$ cat config.mk
export PLATFORM = sky130hd
export DESIGN_NAME = embg_bus
export DESIGN_NICKNAME = d
export VERILOG_FILES = /design/src/include/embg_pkg.sv /design/src/rtl/embg_bus.sv
export VERILOG_INCLUDE_DIRS = /design/src /design/src/include
export SDC_FILE = /design/constraint.sdc
export NUM_CORES = 1
export LEC_CHECK = 0
export ABC_AREA = 1
export CAP_MARGIN = 20
export CORE_ASPECT_RATIO = 0.8
export CORE_UTILIZATION = 25
export DETAILED_ROUTE_END_ITERATION = 10
export DONT_BUFFER_PORTS = 1
export HOLD_SLACK_MARGIN = 0.05
export MAX_ROUTING_LAYER = met4
export PLACE_DENSITY = 0.38
export SLEW_MARGIN = 0
export SYNTH_ARGS = -nofsm -noshare
export SYNTH_HDL_FRONTEND = slang
export SYNTH_SLANG_ARGS = --single-unit
$ cat constraint.sdc
create_clock -name clk -period 1.5 [get_ports clk]
set_input_delay 0.225 -clock clk [delete_from_list [all_inputs] [get_ports clk]]
set_output_delay 0.225 -clock clk [all_outputs]
set_load 0.01 [all_outputs]
$ cat src/include/embg_regs.svh
// timing and encoding constants for the external memory bus and grant block
`ifndef EMBG_REGS_SVH
`define EMBG_REGS_SVH
`define EMBG_ADDR_W        14
`define EMBG_DATA_W        24
`define EMBG_WAIT_W        3
`define EMBG_NUM_SPACES    5
`define EMBG_NUM_IRQ       6
`define EMBG_NUM_PF        8
`define EMBG_SEL_IDLE      5'h1f
`define EMBG_PHASE_W       2
`define EMBG_PH_QTR        2'h1
`define EMBG_PH_HALF       2'h2
`define EMBG_PH_3QTR       2'h3
`define EMBG_PH_ZERO       2'h0
`endif

$ cat src/include/embg_pkg.sv
// types shared by the external memory bus and grant block
`default_nettype none
package embg_pkg;
   typedef enum logic [2:0]
   {
      EMBG_IDLE    = 3'h0,
      EMBG_SETUP   = 3'h1,
      EMBG_STROBE  = 3'h3,
      EMBG_HOLD    = 3'h2,
      EMBG_RELEASE = 3'h6,
      EMBG_GRANTED = 3'h7,
      EMBG_RESUME  = 3'h5
   } embg_state_t;

   typedef struct packed
   {
      logic        write;
      logic [2:0]  space;
      logic [13:0] addr;
      logic [23:0] wdata;
   } embg_req_t;
endpackage
`default_nettype wire

$ cat src/rtl/embg_bus.sv
// external memory strobe sequencer, bus grant handshake and input synchronisers
//
// Function
// - Interrupt and flag inputs are recognised at the third enabled clock edge after they change: two synchroniser stages, then an output register.
// - The bus request is asynchronous and is synchronised before it is recognised.
// - On granting, selects and strobes are released first and grant goes low afterwards.
// - On ending a grant, grant goes high first and selects and strobes are driven afterwards.
// - Grant-hung is asserted while the bus is granted and the core or byte DMA engine needs the bus.
// - Address and space select are set before the read strobe falls and held after it rises.
// - Write data is valid from strobe fall to after strobe rise, lengthened by the wait states.
// - Data is driven on the same edge as the write strobe falls and released before the next strobe falls.
`timescale 1ns/100ps
`default_nettype none
`include "embg_regs.svh"
module embg_bus
   import embg_pkg::*;
#(
   parameter int WAIT_W = `EMBG_WAIT_W
)
(
   input  wire logic                          clk,
   input  wire logic                          rst_n,
   input  wire logic                          clk_en,
   input  wire logic                          req_valid,
   input  wire embg_req_t                     req,
   input  wire logic [`EMBG_NUM_SPACES*WAIT_W-1:0] wait_states,
   input  wire logic                          byte_dma_engine_need,
   input  wire logic                          bus_req_n,
   input  wire logic [`EMBG_NUM_IRQ-1:0]      ext_irq_lines,
   input  wire logic                          flag_input,
   input  wire logic [`EMBG_NUM_PF-1:0]       prog_flag_pins,
   input  wire logic [`EMBG_DATA_W-1:0]       data_in,
   output logic                               req_ready,
   output logic                               rdata_valid,
   output logic [`EMBG_DATA_W-1:0]            rdata,
   output logic [`EMBG_ADDR_W-1:0]            addr_out,
   output logic [`EMBG_NUM_SPACES-1:0]        mem_space_selects,
   output logic                               rd_n,
   output logic                               wr_n,
   output logic                               ctrl_oe,
   output logic [`EMBG_DATA_W-1:0]            data_out,
   output logic                               data_oe,
   output logic                               bus_grant_n,
   output logic                               bus_grant_hung_n,
   output logic [`EMBG_NUM_IRQ-1:0]           irq_sync,
   output logic                               flag_sync,
   output logic [`EMBG_NUM_PF-1:0]            pf_sync
);

   // two-stage synchronisers; first stage is read only by the second
   localparam int SW = `EMBG_NUM_IRQ + 1 + `EMBG_NUM_PF + 1;
   logic [SW-1:0] s1_reg, s1_next, s2_reg, s2_next;

   always_comb
   begin
      s1_next = s1_reg;
      s2_next = s2_reg;
      if (clk_en)
      begin
         s1_next = {~bus_req_n, ext_irq_lines, flag_input, prog_flag_pins};
         s2_next = s1_reg;
      end
   end

   always_ff @(posedge clk or negedge rst_n)
   begin
      if (!rst_n)
      begin
         s1_reg <= '0;
         s2_reg <= '0;
      end
      else
      begin
         s1_reg <= s1_next;
         s2_reg <= s2_next;
      end
   end

   // recognised lines are registered outputs, one cycle after the second stage
   logic [`EMBG_NUM_IRQ-1:0] irq_next;
   logic                     flag_next;
   logic [`EMBG_NUM_PF-1:0]  pf_next;
   logic                     breq_reg, breq_next;

   always_comb
   begin
      {breq_next, irq_next, flag_next, pf_next} = {breq_reg, irq_sync, flag_sync, pf_sync};
      if (clk_en)
         {breq_next, irq_next, flag_next, pf_next} = s2_reg;
   end

   always_ff @(posedge clk or negedge rst_n)
   begin
      if (!rst_n)
      begin
         breq_reg  <= 1'b0;
         irq_sync  <= '0;
         flag_sync <= 1'b0;
         pf_sync   <= '0;
      end
      else
      begin
         breq_reg  <= breq_next;
         irq_sync  <= irq_next;
         flag_sync <= flag_next;
         pf_sync   <= pf_next;
      end
   end

   // bus sequencer; each memory cycle moves through setup, strobe and hold phases
   embg_state_t          st_reg, st_next;
   embg_req_t            cur_reg, cur_next;
   logic [WAIT_W:0]      cnt_reg, cnt_next;
   logic                 rd_n_next, wr_n_next, ctrl_oe_next, data_oe_next;
   logic                 grant_n_next, hung_n_next, ready_next, rv_next;
   logic [`EMBG_DATA_W-1:0]     rdata_next;
   logic [`EMBG_NUM_SPACES-1:0] sel_next;
   logic [WAIT_W-1:0]    ws;

   always_comb
   begin
      st_next      = st_reg;
      cur_next     = cur_reg;
      cnt_next     = cnt_reg;
      rd_n_next    = rd_n;
      wr_n_next    = wr_n;
      ctrl_oe_next = ctrl_oe;
      data_oe_next = data_oe;
      grant_n_next = bus_grant_n;
      sel_next     = mem_space_selects;
      rdata_next   = rdata;
      rv_next      = rdata_valid;
      ws           = wait_states[req.space*WAIT_W +: WAIT_W];
      hung_n_next  = bus_grant_hung_n;
      ready_next   = req_ready;
      // pulses and grant-hung hold as well while the enable is low
      if (clk_en)
      begin
         rv_next     = 1'b0;
         ready_next  = 1'b0;
         hung_n_next = ~(~bus_grant_n & (req_valid | byte_dma_engine_need));
         unique case (st_reg)
            EMBG_IDLE:
               if (breq_reg)
               begin
                  ctrl_oe_next = 1'b0; // release first
                  sel_next     = `EMBG_SEL_IDLE;
                  st_next      = EMBG_RELEASE;
               end
               else if (req_valid)
               begin
                  cur_next   = req;
                  ready_next = 1'b1;
                  cnt_next   = {1'b0, ws};
                  sel_next   = ~(`EMBG_NUM_SPACES'(1) << req.space);
                  st_next    = EMBG_SETUP;
               end
            EMBG_SETUP:
            begin
               rd_n_next    = cur_reg.write;
               wr_n_next    = ~cur_reg.write;
               // data goes out with the falling strobe, so zero wait states still give setup
               data_oe_next = cur_reg.write;
               st_next      = EMBG_STROBE;
            end
            EMBG_STROBE:
            begin
               if (cnt_reg == '0)
               begin
                  rd_n_next = 1'b1;
                  wr_n_next = 1'b1;
                  if (!cur_reg.write)
                  begin
                     rdata_next = data_in;
                     rv_next    = 1'b1;
                  end
                  st_next = EMBG_HOLD;
               end
               else
                  cnt_next = cnt_reg - 1'b1;
            end
            EMBG_HOLD:
            begin
               data_oe_next = 1'b0; // before next strobe
               sel_next     = `EMBG_SEL_IDLE; // held past strobe rise
               st_next      = EMBG_IDLE;
            end
            EMBG_RELEASE:
            begin
               grant_n_next = 1'b0;
               st_next      = EMBG_GRANTED;
            end
            EMBG_GRANTED:
               if (!breq_reg)
               begin
                  grant_n_next = 1'b1; // grant high first
                  st_next      = EMBG_RESUME;
               end
            EMBG_RESUME:
            begin
               ctrl_oe_next = 1'b1;
               st_next      = EMBG_IDLE;
            end
            default:
               st_next = EMBG_IDLE;
         endcase
      end
   end

   always_ff @(posedge clk or negedge rst_n)
   begin
      if (!rst_n)
      begin
         st_reg            <= EMBG_IDLE;
         cur_reg           <= '0;
         cnt_reg           <= '0;
         rd_n              <= 1'b1;
         wr_n              <= 1'b1;
         ctrl_oe           <= 1'b1;
         data_oe           <= 1'b0;
         bus_grant_n       <= 1'b1;
         bus_grant_hung_n  <= 1'b1;
         mem_space_selects <= `EMBG_SEL_IDLE;
         req_ready         <= 1'b0;
         rdata_valid       <= 1'b0;
         rdata             <= '0;
         addr_out          <= '0;
         data_out          <= '0;
      end
      else
      begin
         st_reg            <= st_next;
         cur_reg           <= cur_next;
         cnt_reg           <= cnt_next;
         rd_n              <= rd_n_next;
         wr_n              <= wr_n_next;
         ctrl_oe           <= ctrl_oe_next;
         data_oe           <= data_oe_next;
         bus_grant_n       <= grant_n_next;
         bus_grant_hung_n  <= hung_n_next;
         mem_space_selects <= sel_next;
         req_ready         <= ready_next;
         rdata_valid       <= rv_next;
         rdata             <= rdata_next;
         addr_out          <= cur_next.addr; // cur_next already holds while the enable is low
         data_out          <= cur_next.wdata;
      end
   end

   property p_grant_after_release;
      @(posedge clk) disable iff (!rst_n)
      $fell(bus_grant_n) |-> !ctrl_oe && $past(!ctrl_oe);
   endproperty
   a_grant_after_release: assert property (p_grant_after_release) else $error("grant before release");
   property p_drive_after_ungrant;
      @(posedge clk) disable iff (!rst_n)
      $rose(ctrl_oe) |-> bus_grant_n && $past(bus_grant_n);
   endproperty
   a_drive_after_ungrant: assert property (p_drive_after_ungrant) else $error("driven while granted");
   property p_hung;
      @(posedge clk) disable iff (!rst_n)
      (clk_en && !bus_grant_n && byte_dma_engine_need) |=> !bus_grant_hung_n;
   endproperty
   a_hung: assert property (p_hung) else $error("hung not asserted");
   property p_rd_sel;
      @(posedge clk) disable iff (!rst_n)
      $fell(rd_n) |-> mem_space_selects != `EMBG_SEL_IDLE && $past(mem_space_selects) != `EMBG_SEL_IDLE;
   endproperty
   a_rd_sel: assert property (p_rd_sel) else $error("select not set before read");
   property p_rd_hold;
      @(posedge clk) disable iff (!rst_n)
      $rose(rd_n) |-> mem_space_selects != `EMBG_SEL_IDLE;
   endproperty
   a_rd_hold: assert property (p_rd_hold) else $error("select dropped with strobe");
   property p_data_after_wr;
      @(posedge clk) disable iff (!rst_n)
      $rose(data_oe) |-> $fell(wr_n);
   endproperty
   a_data_after_wr: assert property (p_data_after_wr) else $error("data driven before strobe");
   property p_data_release;
      @(posedge clk) disable iff (!rst_n)
      $fell(rd_n) |-> !data_oe;
   endproperty
   a_data_release: assert property (p_data_release) else $error("data still driven at read");
   property p_wr_data_held;
      @(posedge clk) disable iff (!rst_n)
      $rose(wr_n) |-> data_oe;
   endproperty
   a_wr_data_held: assert property (p_wr_data_held) else $error("data gone at strobe rise");
   property p_strobe_len;
      @(posedge clk) disable iff (!rst_n)
      ($fell(wr_n) && clk_en && cnt_reg == '0) |=> wr_n;
   endproperty
   a_strobe_len: assert property (p_strobe_len) else $error("zero-wait strobe too long");
   property p_irq_sync;
      @(posedge clk) disable iff (!rst_n)
      clk_en |=> irq_sync == $past(s2_reg[`EMBG_NUM_PF+1 +: `EMBG_NUM_IRQ]);
   endproperty
   a_irq_sync: assert property (p_irq_sync) else $error("interrupt not recognised");
endmodule
`default_nettype wire

Word-level counts from Yosys, hierarchy flattened:

Index checks and enable logic that the tools add are counted.

* reduce and logical (&&, ||, !) cells: 17
* $mul: 1
* add/subtract/negate cells: 1
* divide/modulo/power cells: 0
* multiplexer cells: 26
* eq/ne operators: 13
* shift-type cells: 2
* bitwise gates (word level): 8
* $lt $le $gt $ge: 0

Operators with widths (count)
* $pmux 3 s5: 1
* $shiftx 15x6->3: 1
* $mux 3: 4
* $mux 4: 3
* $ne 2x2->1 const B: 6
* $reduce_and 3->1: 4
* $reduce_and 4->1: 3
* $reduce_bool 2->1: 6
* $mux 5: 2
* $pmux 1 s2: 5
* $pmux 5 s2: 1
* $eq 3x3->1 const B: 3
* $mux 1: 9
* $pmux 4 s2: 1
* $eq 3x2->1 const B: 2
* $mul 3x2->5 const B: 1
* $not 1->1: 5
* $not 5->5: 1
* $reduce_and 5->1: 1
* $shl 1x3->5 const A: 1
* $logic_not 4->1: 1
* $sub 4x1->4 const B: 1
* $eq 3x1->1 const B: 1
* $logic_not 3->1: 1
* 4 further kinds: 4

* bits of input ports: 102
* ROM bits: 0
* memory bits (writable): 0
* latch bits: 0
* memories kept: 0
* word-level logic and storage cells: 89
* register bits: 131

Longest topological paths before layout:

* word-level depth: 5
* depth in mapped cells: 10

Worst setup path before layout:

No wires, ideal clock.

* path kind: register -> register
* start: reg cnt_reg[0]
* end: reg rdata[19]
* stages on the path, launching flop included: 10
* path slack: 0.044 ns
* period minus slack after synthesis: 1.456 ns
* arrival: 1.326 ns
* setup time: 0.130 ns
* path through: dfrtp_1 inv_1 ha_1 nand2_1 nor2_4 nand3_2 buf_2 buf_6 nand2_1 o21ai_1

* longest elaborated chain between the ends: 2

Ends and longest elaborated chain
* start, declared: RTL line embg_bus.sv:113 `logic [WAIT_W:0] cnt_reg, cnt_next;`
* start signal, assigned: RTL line embg_bus.sv:234 `cnt_reg <= cnt_next;`
* $logic_not 4->1: RTL line embg_bus.sv:168 `if (cnt_reg == '0)`
* $reduce_and 4->1 (no line)
* end signal, assigned: RTL line embg_bus.sv:244 `rdata <= rdata_next;`
* end, declared: RTL line embg_bus.sv:35 `` output logic [`EMBG_DATA_W-1:0] rdata, ``

Every way passes these cells.
A chain may end at the register's enable or synchronous reset.

Worst setup path after layout:

* start: reg cnt_reg[1]
* end: reg rdata[11]

Same word-level chain as after synthesis.

==> flow_summary.yaml <==
run_status:
  outcome: "finished, violations left"
  violations: "negative hold slack"
pwr:
  leakage_nw: 3.764
  pwr_density_cell_nw_per_um2: 1724
  peakVddDrop_mv: 0.7036
  power_frac_clock: 0.307
  p_sw_mw: 4.584
  total_power_mw: 13.05
  intPower_mw: 8.464
  switching_share: 0.3513
  combPwrFrac: 0.214
  seq_power_share: 0.479
setup_path:
  path_max_fanout: 6
  regToRegSetupSlack_ps: 20
  critPathArrivalTime_ps: 1780
  reg2reg_from: "cnt_reg[1]"
  required_ps: 1800
  rr_worst_depth: 8
  critPathCaptureType: "register"
  startpoint_type: "register"
  r2r-end: "rdata[11]"
  critical_path.endpoint: "rdata[11]"
  crit_type: "register to register"
  crit_start: "cnt_reg[1]"
synthesis:
  synthCells: 673
  synthTopCellsByArea: "dfrtp_1 (53%), nand2_1 (14%), inv_1 (6.3%)"
  synth_edf_count: 0
  yosys_warnings: 0
  avgSynthCellArea_um2: 8.532
  synth.ff_latch_count: 131
  yosysTopAreaCell: "dfrtp_1"
  synth_nets: 776
  synth-seq-area-share: 0.5731
  synth_top_area_frac: 0.5273
  synthesis.area_um2: 5742
  synth-async-reset-ratio: 1.000
  yosys.cell_types.count: 32
  synth_ff_type: "dfrtp_1"
placement:
  dp_hpwl_um: 8631
  portBuffers: 0
  placed_cells: 926
  post_dp_cell_area_um2: 5844
  gp_congestion: 0.7623
clock_network:
  cts_sinks: 131
  cts_tree: "done"
  cts_buffers: 17
  clock_latency_ps: 410
  htree_levels: 4
  clkTransAtPathRegs_ps: 60
  cts_root_buf: "clkbuf_16"
  holdBufCountCts: 83
  clockBufferDepth: 2
die:
  dieArea_um2: 23580
  coreArea_um2: 22500
  row_count: 49
  die_h_um: 137.6
  ios: 192
  start_util: 0.2552
  die_width_um: 171.4
job:
  cap_viol_max_count: 0
hold_path:
  hold_path_class: "primary input to asynchronous set/reset pin"
layout:
  syn_to_final_growth_pct: 31.84
  fin_nets: 834
  largest_reg_flops: 39
  multi_input_area_um2: 1872
  fin_cells: 1050
  diodes: 0
  seqCellArea_um2: 3293
  fin_area_um2: 7570
  drive_above_1_share: 0.1573
  fill_cells: 2321
sta:
  finalClockSkew_ps: 14.25
  period_minus_slack_ps: 1485
  post-route-period-util: 0.9899
  hold_viol: 131
  worst_slew_pin_slew_ps: 502.0
  setup_viol: 0
  tns_ps: 0
  maxSlewViolCount: 0
  whs_ps: -491.1
  relSlewSlack: 0.6654
  rsz0062_at_grt: "yes"
  fmax_ghz: 0.6735
global_routing:
  grt_max_degree: 132
  grt_pass1_vias: 4109
  grt_first_pass_wirelength_um: 20910
  grt.overflow.total: 0
  antenna_found_initial: 0
  grt_usage: 0.1190
routing:
  final_antenna_net_count: 0
  wl_per_cell_um: 13.45
  vias_per_cell: 4.125
  drc: 0
  dr.pass1.iters: 4
  vias: 4331
  drtIter0Drc: 264
  wl_um: 14120
==> cell usage after synthesis (2+ instances only) <==
library cell / number
a21oi_1: 2
clkbuf_1: 17
o21ai_1: 57
inv_2: 2
inv_1: 96
buf_1: 3
nand4_1: 2
nand2_1: 219
buf_2: 5
o21ai_0: 50
dfrtp_1: 121
buf_4: 38
a31oi_1: 2
nor2_1: 21
dfstp_2: 10
nand3_1: 8
o21ai_2: 5
==> through the flow <==
stage               utilization  setup WS [ps]
finish                   0.3364          15.21
global route             0.3364         -41.82
CTS                      0.3230          28.28
detailed placement       0.2597          3.832
global placement         0.2597          61.02
floorplan                     -          43.67
==> layout by cell type (no fill, tap or decap), drive strengths merged, types with 3 or more instances in the layout <==
master       netlist  final
nand2            219    219
dfrtp            121    121
o21ai            112    112
inv               98    102
dlygate4sd3        0     82
clkbuf            17     22
nor2              22     22
buf               47     18
dfstp             10     10
nand3             10     10
clkinv             1      7
nand4              3      3
==> worst min path at each step <==
stage	from	to	slack (ps)	cells past startpoint
detailed placement	rst_n	cur_reg[36]	-70	0
finish	rst_n	cur_reg[36]	-490	0
global route	rst_n	cur_reg[30]	-530	0
global placement	rst_n	cur_reg[27]	-70	0
CTS	rst_n	cur_reg[36]	-530	0
floorplan	rst_n	breq_reg	-70	0
==> what timing repair did <==
| action | CTS | global route |
|---|---|---|
| endpoints found under the setup margin | 1 | 53 |
| gates cloned | 0 | 5 |
| setup buffers | 2 | 2 |
| resized for setup | 0 | 58 |
| pin swaps | 0 | 4 |
| hold endpoints to repair | 235 | 131 |
==> power by group through the flow <==
stage	registers [mW]	clock network, mW	logic, mW
2_1_floorplan	5.60	0	2.70
5_1_grt	6.43	4.30	3.24
6_report	6.25	4.00	2.80
4_1_cts	6.16	4.17	2.50
3_5_place_dp	6.20	0	2.27
3_3_place_gp	6.21	0	2.15
==> cell type report <==
class                           instances  share of cell area
Tap cell                              306             0.05058
Clock buffer                           19             0.05851
Multi-Input combinational cell        379              0.2473
Clock inverter                         13             0.01653
Timing Repair Buffer                  103              0.1426
Inverter                               99             0.04942
Sequential cell                       131              0.4350
==> worst max-delay path, stage by stage (launching register included) <==
cell	delay, ps
dfrtp_1	400
inv_2	80
ha_4	150
nand2_4	50
nor2_4	130
nand3_4	190
clkbuf_16	240
nand2_2	60
o21ai_2	50
==> metal layers <==
| layer | part of all wire | track usage | up-vias |
|---|---|---|---|
| met5 | 0 | - | - |
| met1 | 0.46 | 0.1481 | 2002 |
| li1 | - | - | 2159 |
| met4 | 0.0070 | 0.04464 | 0 |
| met3 | 0.089 | 0.05056 | 6 |
| met2 | 0.44 | 0.1700 | 164 |
==> cells by family after synthesis <==
family,count (synthesis),synth area share
buffers and inverters,163,0.1338
DFF,131,0.5731
and+or+nand+nor,256,0.1776
AOI/OAI and AO/OA,121,0.1118
xor gates and xnor gates,1,0.001526
adders and majority gates,1,0.002179
Note: power is estimated with default switching activity, not from simulation.
